[src/dma_pkg.sv]
// Constants, types and decode helpers for the converter-to-XRAM transfer engine.
// Assumes an APB master on pclk and converters and XRAM arbitration on the same clock.
// What this block does
// - Instruction buffer holds 64 entries of 8 bits, loaded by software.
// - Data port write stores at write pointer entry; read returns that entry.
// - Every data port read or write advances the write pointer by one.
// - Instructions only select results to collect; engine never starts conversions.
// - Data instructions write 2 or 4 bytes; end-of-operation writes none.
// - Word 00h is end-of-operation; 80h is end-of-operation with continuous run.
// - Single-ended codes collect first, second, or first then second result.
// - Differential codes write first converter result, optionally then second result.
// - On-chip XRAM writes happen only when the core is not using it.
// - Halt bit 0 gives off-chip XRAM to engine; 1 gives it to core.
// - With halt 0, core off-chip accesses complete but move no data.
// - Pending off-chip writes wait until the halt bit is 0.
// - A new result arriving before the previous is written flags overflow.
// - 16-bit XRAM pointer loads from the start address when enabled.
// - XRAM pointer grows by 2 or 4 after each data instruction.
// - Operation start loads index from boundary, fetches, then waits for results.
// - Mode 0 runs each instruction once, then advances the index.
// - End-of-operation resets the index to the start boundary.
// - Continuous bit set on end-of-operation ignores the repeat counter.
// - Repeat counter loads from limit; plain end-of-operation decrements until zero.
// - Enable write 1 starts, 0 stops; reads 1 while running.
// - Mode select bit is stored and read back; the engine runs mode 0 for both 0 and 1.
// - Off-chip busy reads 1 while the engine accesses off-chip XRAM.
package dma_pkg;
  localparam int IDX_W = 6;
  localparam int BUF_DEPTH = 64;
  // Register byte addresses
  localparam logic [7:0] OFS_CTRL = 8'h00;
  localparam logic [7:0] OFS_IPTR = 8'h04;
  localparam logic [7:0] OFS_IDATA = 8'h08;
  localparam logic [7:0] OFS_XSTART = 8'h0C;
  localparam logic [7:0] OFS_XPTR = 8'h10;
  localparam logic [7:0] OFS_BOUND = 8'h14;
  localparam logic [7:0] OFS_CIDX = 8'h18;
  localparam logic [7:0] OFS_RLIMIT = 8'h1C;
  localparam logic [7:0] OFS_RCOUNT = 8'h20;
  // Control register fields
  localparam int CTL_EN = 0;
  localparam int CTL_MODE = 1;
  localparam int CTL_HALT = 2;
  localparam int CTL_BUSY = 3;
  localparam int CTL_OVF0 = 4;
  localparam int CTL_OVF1 = 5;
  // Instruction fields
  localparam int INS_CONTINUOUS_CONVERSION_FLAG = 7;
  localparam int INS_DIFF = 6;
  localparam int INS_SEC = 5;
  localparam int INS_FIRST = 4;
  // Reset values and limits
  localparam logic [15:0] RST_16 = 16'h0000;
  localparam logic [IDX_W-1:0] RST_IDX = 6'h00;
  localparam logic [15:0] ONCHIP_LIMIT = 16'h1000;
  localparam logic [2:0] BYTES_WORD = 3'h2;

  typedef enum {S_IDLE, S_FETCH, S_WAIT, S_WRITE} eng_state_t;

  typedef struct packed {
    logic psel;
    logic penable;
    logic pwrite;
    logic [7:0] paddr;
    logic [31:0] pwdata;
  } apb_req_t;

  typedef struct packed {
    logic we;
    logic re;
    logic [15:0] addr;
    logic [7:0] data;
  } xram_acc_t;

  function automatic logic is_eop(input logic [7:0] ins);
    return ins[6:0] == 7'h00;
  endfunction : is_eop

  function automatic logic need_first(input logic [7:0] ins);
    return ins[INS_FIRST] | ins[INS_DIFF];
  endfunction : need_first

  function automatic logic [2:0] ins_bytes(input logic [7:0] ins);
    return (need_first(ins) && ins[INS_SEC]) ? 3'h4 : BYTES_WORD;
  endfunction : ins_bytes
endpackage : dma_pkg

[src/conv_xram_dma.sv]
// Converter-to-XRAM transfer engine: APB registers, instruction buffer, sequencer, XRAM arbitration.
// Assumes converters, core and XRAM logic all run on pclk; no synchronisers are needed.
//
// Design decisions made here: the placing of the registers and the APB interface to the registers.
`timescale 1ns/1ps
module conv_xram_dma (
  input wire logic pclk,
  input wire logic presetn,
  input wire dma_pkg::apb_req_t apb,
  output logic [31:0] prdata,
  output logic pready,
  output logic pslverr,
  input wire logic first_conv_done,
  input wire logic [15:0] first_conv_result,
  input wire logic second_conv_done,
  input wire logic [15:0] second_conv_result,
  input wire logic core_onchip_busy,
  output logic onchip_we,
  output logic [15:0] xram_addr,
  output logic [7:0] xram_wdata,
  input wire dma_pkg::xram_acc_t core_offchip,
  output logic [7:0] core_offchip_rdata,
  output dma_pkg::xram_acc_t ext_xram,
  input wire logic [7:0] ext_rdata
);
  import dma_pkg::*;

  eng_state_t state;
  logic [7:0] ibuf [BUF_DEPTH];
  logic [IDX_W-1:0] instr_write_pointer;
  logic [IDX_W-1:0] current_instr_index;
  logic [IDX_W-1:0] instr_start_boundary;
  logic [15:0] xram_start;
  logic [15:0] xram_ptr;
  logic [15:0] repeat_limit;
  logic [15:0] repeat_count;
  logic engine_mode_select;
  logic offchip_halt;
  logic ovf0;
  logic ovf1;
  logic [7:0] cur_ins;
  logic buf0_valid;
  logic buf1_valid;
  logic [15:0] buf0;
  logic [15:0] buf1;
  logic [31:0] wr_shift;
  logic [15:0] wr_addr;
  logic [2:0] wr_left;
  logic [2:0] wr_total;

  // APB decode; the slave never stalls
  wire setup = apb.psel & ~apb.penable;
  wire access = apb.psel & apb.penable;
  wire wr_acc = access & apb.pwrite;
  wire hit_ctrl = apb.paddr == OFS_CTRL;
  wire hit_iptr = apb.paddr == OFS_IPTR;
  wire hit_idata = apb.paddr == OFS_IDATA;
  wire hit_xstart = apb.paddr == OFS_XSTART;
  wire hit_xptr = apb.paddr == OFS_XPTR;
  wire hit_bound = apb.paddr == OFS_BOUND;
  wire hit_cidx = apb.paddr == OFS_CIDX;
  wire hit_rlimit = apb.paddr == OFS_RLIMIT;
  wire hit_rcount = apb.paddr == OFS_RCOUNT;
  wire mapped = hit_ctrl | hit_iptr | hit_idata | hit_xstart | hit_xptr | hit_bound | hit_cidx | hit_rlimit | hit_rcount;
  assign pready = 1'b1;
  assign pslverr = access & ~mapped;

  // Engine control decode
  wire active = state != S_IDLE;
  wire ctrl_wr = wr_acc & hit_ctrl;
  wire start_req = ctrl_wr & apb.pwdata[CTL_EN] & ~active;
  wire stop_req = ctrl_wr & ~apb.pwdata[CTL_EN];
  wire idata_acc = access & hit_idata;
  wire fetched_eop = is_eop(cur_ins);
  wire [15:0] count_dec = repeat_count - 16'h0001;
  wire run_out = ~cur_ins[INS_CONTINUOUS_CONVERSION_FLAG] & (count_dec == RST_16 || repeat_count == RST_16);
  wire want0 = need_first(cur_ins);
  wire want1 = cur_ins[INS_SEC];
  wire data_ready = (~want0 | buf0_valid) & (~want1 | buf1_valid);
  wire to_offchip = wr_addr >= ONCHIP_LIMIT;
  wire offchip_busy = (state == S_WRITE) & to_offchip;
  wire grant = (state == S_WRITE) & (to_offchip ? ~offchip_halt : ~core_onchip_busy);
  wire last_byte = grant & (wr_left == 3'h1);
  wire eng_off_we = grant & to_offchip;
  // Buffers are freed only once their bytes are all in XRAM
  wire consume0 = last_byte & want0;
  wire consume1 = last_byte & want1;
  // Results are taken while the current instruction wants that converter, in the wait or write state
  wire cap_ok0 = active & want0 & (state != S_FETCH);
  wire cap_ok1 = active & want1 & (state != S_FETCH);
  wire lost0 = first_conv_done & buf0_valid & ~consume0;
  wire lost1 = second_conv_done & buf1_valid & ~consume1;

  // XRAM write port; data comes from the shift register flops
  assign onchip_we = grant & ~to_offchip;
  assign xram_addr = wr_addr;
  assign xram_wdata = wr_shift[31:24];

  // Off-chip mux: engine owns the pins while halt is 0
  // Core accesses with halt 0 are swallowed and read back zero
  assign ext_xram.we = offchip_halt ? (core_offchip.we) : eng_off_we;
  assign ext_xram.re = offchip_halt & core_offchip.re;
  assign ext_xram.addr = offchip_halt ? core_offchip.addr : wr_addr;
  assign ext_xram.data = offchip_halt ? core_offchip.data : wr_shift[31:24];
  assign core_offchip_rdata = offchip_halt ? ext_rdata : 8'h00;

  // Read mux, captured in the setup cycle so prdata comes from a flop
  logic [31:0] rd_mux;
  always_comb begin
    rd_mux = 32'h0000_0000;
    if (hit_ctrl) begin
      rd_mux[CTL_EN] = active;
      rd_mux[CTL_MODE] = engine_mode_select;
      rd_mux[CTL_HALT] = offchip_halt;
      rd_mux[CTL_BUSY] = offchip_busy;
      rd_mux[CTL_OVF0] = ovf0;
      rd_mux[CTL_OVF1] = ovf1;
    end
    if (hit_iptr) rd_mux[IDX_W-1:0] = instr_write_pointer;
    if (hit_idata) rd_mux[7:0] = ibuf[instr_write_pointer];
    if (hit_xstart) rd_mux[15:0] = xram_start;
    if (hit_xptr) rd_mux[15:0] = xram_ptr;
    if (hit_bound) rd_mux[IDX_W-1:0] = instr_start_boundary;
    if (hit_cidx) rd_mux[IDX_W-1:0] = current_instr_index;
    if (hit_rlimit) rd_mux[15:0] = repeat_limit;
    if (hit_rcount) rd_mux[15:0] = repeat_count;
  end

  // Instruction buffer has no reset; software loads it before starting
  always_ff @(posedge pclk) begin
    if (idata_acc && apb.pwrite) ibuf[instr_write_pointer] <= apb.pwdata[7:0];
  end

  // Software registers and sticky overflow flags (set wins over clear)
  always_ff @(posedge pclk or negedge presetn) begin
    if (!presetn) begin
      prdata <= 32'h0000_0000;
      instr_write_pointer <= RST_IDX;
      instr_start_boundary <= RST_IDX;
      xram_start <= RST_16;
      repeat_limit <= RST_16;
      engine_mode_select <= 1'b0;
      offchip_halt <= 1'b0;
      ovf0 <= 1'b0;
      ovf1 <= 1'b0;
    end else begin
      if (setup) prdata <= rd_mux;
      if (idata_acc) instr_write_pointer <= instr_write_pointer + 6'h01;
      else if (wr_acc && hit_iptr) instr_write_pointer <= apb.pwdata[IDX_W-1:0];
      if (wr_acc && hit_bound) instr_start_boundary <= apb.pwdata[IDX_W-1:0];
      if (wr_acc && hit_xstart) xram_start <= apb.pwdata[15:0];
      if (wr_acc && hit_rlimit) repeat_limit <= apb.pwdata[15:0];
      if (ctrl_wr) begin
        engine_mode_select <= apb.pwdata[CTL_MODE];
        offchip_halt <= apb.pwdata[CTL_HALT];
      end
      ovf0 <= lost0 | (ovf0 & ~(ctrl_wr & apb.pwdata[CTL_OVF0]));
      ovf1 <= lost1 | (ovf1 & ~(ctrl_wr & apb.pwdata[CTL_OVF1]));
    end
  end

  // Result holding buffers; a result arriving on a full buffer is dropped
  always_ff @(posedge pclk or negedge presetn) begin
    if (!presetn) begin
      buf0_valid <= 1'b0;
      buf1_valid <= 1'b0;
      buf0 <= RST_16;
      buf1 <= RST_16;
    end else begin
      buf0_valid <= active & ((buf0_valid & ~consume0) | (first_conv_done & cap_ok0 & ~lost0));
      buf1_valid <= active & ((buf1_valid & ~consume1) | (second_conv_done & cap_ok1 & ~lost1));
      if (first_conv_done && cap_ok0 && !lost0) buf0 <= first_conv_result;
      if (second_conv_done && cap_ok1 && !lost1) buf1 <= second_conv_result;
    end
  end

  // Sequencer; mode 1 is not implemented and runs as mode 0
  always_ff @(posedge pclk or negedge presetn) begin
    if (!presetn) begin
      state <= S_IDLE;
      current_instr_index <= RST_IDX;
      xram_ptr <= RST_16;
      repeat_count <= RST_16;
      cur_ins <= 8'h00;
      wr_shift <= 32'h0000_0000;
      wr_addr <= RST_16;
      wr_left <= 3'h0;
      wr_total <= 3'h0;
    end else if (stop_req) begin
      state <= S_IDLE;
    end else begin
      unique case (state)
        S_IDLE: begin
          if (start_req) begin
            xram_ptr <= xram_start;
            repeat_count <= repeat_limit;
            current_instr_index <= instr_start_boundary;
            state <= S_FETCH;
          end
        end
        S_FETCH: begin
          cur_ins <= ibuf[current_instr_index];
          state <= S_WAIT;
        end
        S_WAIT: begin
          if (fetched_eop) begin
            current_instr_index <= instr_start_boundary;
            if (!cur_ins[INS_CONTINUOUS_CONVERSION_FLAG]) repeat_count <= count_dec;
            state <= run_out ? S_IDLE : S_FETCH;
          end else if (data_ready) begin
            // Second word follows the first; high byte goes to the lower address
            wr_shift <= want0 ? {buf0, buf1} : {buf1, RST_16};
            wr_addr <= xram_ptr;
            wr_left <= ins_bytes(cur_ins);
            wr_total <= ins_bytes(cur_ins);
            state <= S_WRITE;
          end
        end
        S_WRITE: begin
          // Off-chip bytes wait here while halt is set
          if (grant) begin
            wr_shift <= {wr_shift[23:0], 8'h00};
            wr_addr <= wr_addr + 16'h0001;
            wr_left <= wr_left - 3'h1;
          end
          if (last_byte) begin
            xram_ptr <= xram_ptr + {13'h0000, wr_total};
            current_instr_index <= current_instr_index + 6'h01;
            state <= S_FETCH;
          end
        end
      endcase
    end
  end
endmodule : conv_xram_dma

[config.mk]
export PLATFORM = sky130hd
export DESIGN_NAME = conv_xram_dma
export DESIGN_NICKNAME = d
export VERILOG_FILES = /design/src/dma_pkg.sv /design/src/conv_xram_dma.sv
export SDC_FILE = /design/constraint.sdc
export NUM_CORES = 1
export LEC_CHECK = 0
export BUFFER_PORTS_ARGS = -buffer_cell sky130_fd_sc_hd__buf_2
export CAP_MARGIN = 10
export CORE_MARGIN = 1.5
export CORE_UTILIZATION = 55
export CTS_CLUSTER_DIAMETER = 120
export DETAILED_ROUTE_END_ITERATION = 10
export HOLD_SLACK_MARGIN = 0.05
export PLACE_DENSITY = 0.73
export REMOVE_ABC_BUFFERS = 1
export SETUP_SLACK_MARGIN = 0.2
export SLEW_MARGIN = 20
export SYNTH_ARGS = -nofsm -noshare
export SYNTH_HDL_FRONTEND = slang
export SYNTH_SLANG_ARGS = --single-unit
[constraint.sdc]
create_clock -name pclk -period 8.75 [get_ports pclk]
set_input_delay 1.75 -clock pclk [delete_from_list [all_inputs] [get_ports pclk]]
set_output_delay 1.75 -clock pclk [all_outputs]
set_load 0.01 [all_outputs]
==> metrics.md <==
| Metric | Value |
|---|---|
| Status | finished with violations |
| Failing checks | design-rule violations |
| Die Ht | 254.2 um |
| CTS tree | done |
| Clk root buf | clkbuf_16 |
| Leakage power | 13.67 nW |
| Worst Skew | 24.74 ps |
| Setup TNS | 0 ps |
| Worst-case hold slack | 482.9 ps |
| Post-DP HPWL | 65770 um |
| Fin util | 62.19% |
| Initial antenna violation count | 5 |
| CP Data Required Time | 7000 ps |
| I/O Pins | 207 |
| RSZ-0062 raised after global routing | false |
| Post-synth EDFFs | 512 |
| Crit path cell chain | buf_2, nor2_1, and3_1, nor3_1, buf_2 |
| Syn Std Cell Area | 34720 um^2 |
| Syn Area/Cell | 13.86 um^2 |
| Pwr Total | 10.62 mW |
| CP delay by family, top | simple AND/OR/NAND/NOR gates |
| Via count | 24.36k |
| Sw frac | 33.43% |
| Slew Viols, Final | 0 |
| CP endpoint kind | output port |
| Synth area leader | edfxtp_1 |
| Synth-to-Final Area Change | 11.17% |
| Worst Reg-to-Reg Cells | 9 |
| Post-synth ARST share | 27.99% |
| Synth cell types | 71 |
| Initial DRC Count | 4046 |
| DRC | 8 |
| Worst Max-Slew Pin Slew | 1151 ps |
| Via-per-instance ratio | 6.957 |
| Logic pwr share | 29.5% |
| H-tree Lvls | 3 |
| Final Setup Violations | 0 |
| Min-delay worst type | reg -> reg |
| Most used cell, CP | buf_2 |
| Largest stage delay, worst path | 670 ps |
| Slowest-stage cell, CP | and3_1 |
| Core area | 62050 um^2 |
| Final Hold Fails | 0 |
| Crit share post-route | 60.33% |
| YS warnings | 0 |
| Setup bufs post-CTS | 0 |
| VDD IR max | 0.2210 mV |
| CTS Buf Count | 74 |
| Clk sinks | 711 |
| Congestion Overflow GR | 0 |
| M2 GR Usage | 50.25% |
| Row count | 91 |
| Ys flop type | edfxtp_1 |
| Global-route layer with the greatest usage | met2 |
| First-pass GRT wire length | 150900 um |
| Routed WL | 103000 um |
| GR Layer Usage met3 | 8.440% |
| Beginning of the critical path | apb[34] |
| FF-to-FF End | prdata[4]$_DFFE_PN0P_ |
| GR Util met1 | 41.62% |
| CP Class | in -> out |
| Port Buf Inserts | 173 |
| Vias in the first global route | 23.52k |
| Area contributors post-synth | edfxtp_1, dfrtp_1, mux4_2, mux2_2, mux2i_1 |
| Reg power frac | 40.9% |
| Internal cell power | 7.070 mW |
| Max Freq | 0.1894 GHz |
| Startpoint types | input port |
| Clock share of power | 29.6% |
| Seq/Total Area, Yosys | 58.63% |
| Clock Latency Late Sink | 650 ps |
| PwrDens | 275.2 nW/um^2 |
| WL per Instance | 29.43 um |
| Switch Pwr | 3.551 mW |
| Worst path depth | 5 |
| List of most frequent post-synthesis cells | edfxtp_1, dfrtp_1, mux4_2, nand2_1, nor2_1 |
| Layout Nets | 2734 |
| Post-CTS sizing | 0 |
| Hold path cells | 2 |
| Top cell type's share of synthesized area | 44.29% |
| Relative slew slack | 23.00% |
| Clock-pin slew on the worst setup and hold paths | 60 ps |
| Mapped Cells | 2505 |
| Die ar. | 64640 um^2 |
| Die width | 254.2 um |
| Pre-Repair DR Iteration Count | 11 |
| GRT Util Overall | 31.97% |
| Seq cells post-synth | 711 |
| Initial core utilization | 55.95% |
| Arrival @ worst endpoint | 3530 ps |
| Worst R2R Setup Slack | 3860 ps |
| Worst reg2reg path startpoint | instr_write_pointer[2]$_DFFE_PN0P_ |
| Worst-path maximum fanout | 26 |
| Post-CTS Hold Fix Bufs | 0 |
| RD Place Congestion | 0.9499 |
| Crit path to | pslverr |
| MaxCap Viol Count | 0 |
| Crit path buf inv count | 2 |
| Period minus WS final | 5279 ps |
| Largest net degree at the start of global routing | 132 |
| Final ANT Viol Nets | 0 |
| Maximum buffer depth of the clock tree | 3 |
| Most numerous cell in the Yosys netlist | edfxtp_1 |
| Share of layout cells above drive strength 1 | 26.77% |
[placed cells by master, fill, tap and decap left out, types with 6 or more instances in the layout]
cell / instances
a21oi_1: 121
a221o_1: 12
a221oi_1: 71
a222oi_1: 10
a22o_1: 8
a22oi_1: 63
a31oi_1: 20
a32oi_1: 8
and2_1: 19
and3_1: 14
buf_2: 171
buf_4: 49
bufinv_16: 6
clkbuf_1: 18
clkbuf_16: 77
clkinv_1: 14
clkinv_2: 11
conb_1: 17
dfrtp_1: 193
edfxtp_1: 512
ha_1: 13
inv_1: 26
mux2_2: 161
mux2i_1: 76
mux4_2: 193
nand2_1: 181
nand3_1: 69
nand4_1: 12
nor2_1: 170
nor2b_1: 9
nor3_1: 27
nor4_1: 9
o211ai_1: 8
o21ai_0: 123
o221ai_1: 6
o22a_1: 9
o22ai_1: 54
or3_1: 7
[tightest hold or removal path, delay by kind of cell, from the launching register on]
kind	cells	cell delay, ps
AO/OA/AOI/OAI	1	60
flip-flops	1	340
AND/OR/NAND/NOR	1	40
[through the flow]
step                worst slack (ps)  cells  instance area (um^2)
floorplan                       2045   2306                 33800
global placement                3578   3365                 36160
detailed placement              3563   3365                 36160
CTS                             3551   3499                 38550
global route                    3359   3501                 38590
finish                          3471   3501                 38590
[per-layer routing]
layer | vias up | share of wire [%]
li1 | 10140 | -
met1 | 12090 | 35
met2 | 1759 | 46
met3 | 362 | 13
met4 | 8 | 5.5
met5 | - | 0.072
[worst min-delay path by stage]
stage	start	endpoint	slack [ps]
after floorplan	cur_ins[7]$_DFFE_PN0P_	cur_ins[7]$_DFFE_PN0P_	440
after global placement	wr_shift[7]$_DFFE_PN0P_	wr_shift[7]$_DFFE_PN0P_	460
after detailed placement	wr_shift[20]$_DFFE_PN0P_	wr_shift[20]$_DFFE_PN0P_	480
after CTS	wr_shift[20]$_DFFE_PN0P_	wr_shift[20]$_DFFE_PN0P_	490
after global routing	wr_shift[6]$_DFFE_PN0P_	wr_shift[6]$_DFFE_PN0P_	510
final	wr_shift[17]$_DFFE_PN0P_	wr_shift[17]$_DFFE_PN0P_	480
[kinds of logic (layout without fill, tap and decap cells)]
family / count (synthesis) / count (layout) / share of synthesized area, %
adder cells (fa/ha/maj): 15 / 15 / 0.5622
AND/OR/NAND/NOR: 554 / 554 / 7.179
other: 2 / 18 / 0.02163
flip-flops: 711 / 711 / 58.63
XOR/XNOR: 4 / 4 / 0.1009
multiplexers: 431 / 431 / 19.97
AO/OA/AOI/OAI: 545 / 545 / 10.41
buffers and inverters: 243 / 386 / 3.125
[power groups by stage]
stage | Combinational [mW] | Clock, mW | Sequential (mW)
global route | 3.37 | 3.30 | 4.38
floorplan | 2.08 | 0 | 4.43
finish | 3.13 | 3.15 | 4.34
CTS | 3.05 | 3.16 | 4.37
global placement | 2.95 | 0 | 4.41
detailed placement | 3.03 | 0 | 4.43
[final cells by class]
cell class                      count  area [um^2]
Timing Repair Buffer              223         1286
Multi-Input combinational cell   1566        13380
Antenna cell                        1        2.502
Clock inverter                     36        362.8
Tap cell                          837         1047
Clock buffer                       98         2036
Sequential cell                   711        20370
Fill cell                        4593        23460
Inverter                           29        108.9
[state kept, by name, indices dropped and copies added, names as in the netlist, 16 cells and up]
signal        count
ibuf            512
wr_shift         32
buf0             16
buf1             16
prdata           16
repeat_count     16
repeat_limit     16
xram_addr        16
xram_ptr         16
xram_start       16
Note: power is estimated with default switching activity, not from simulation.
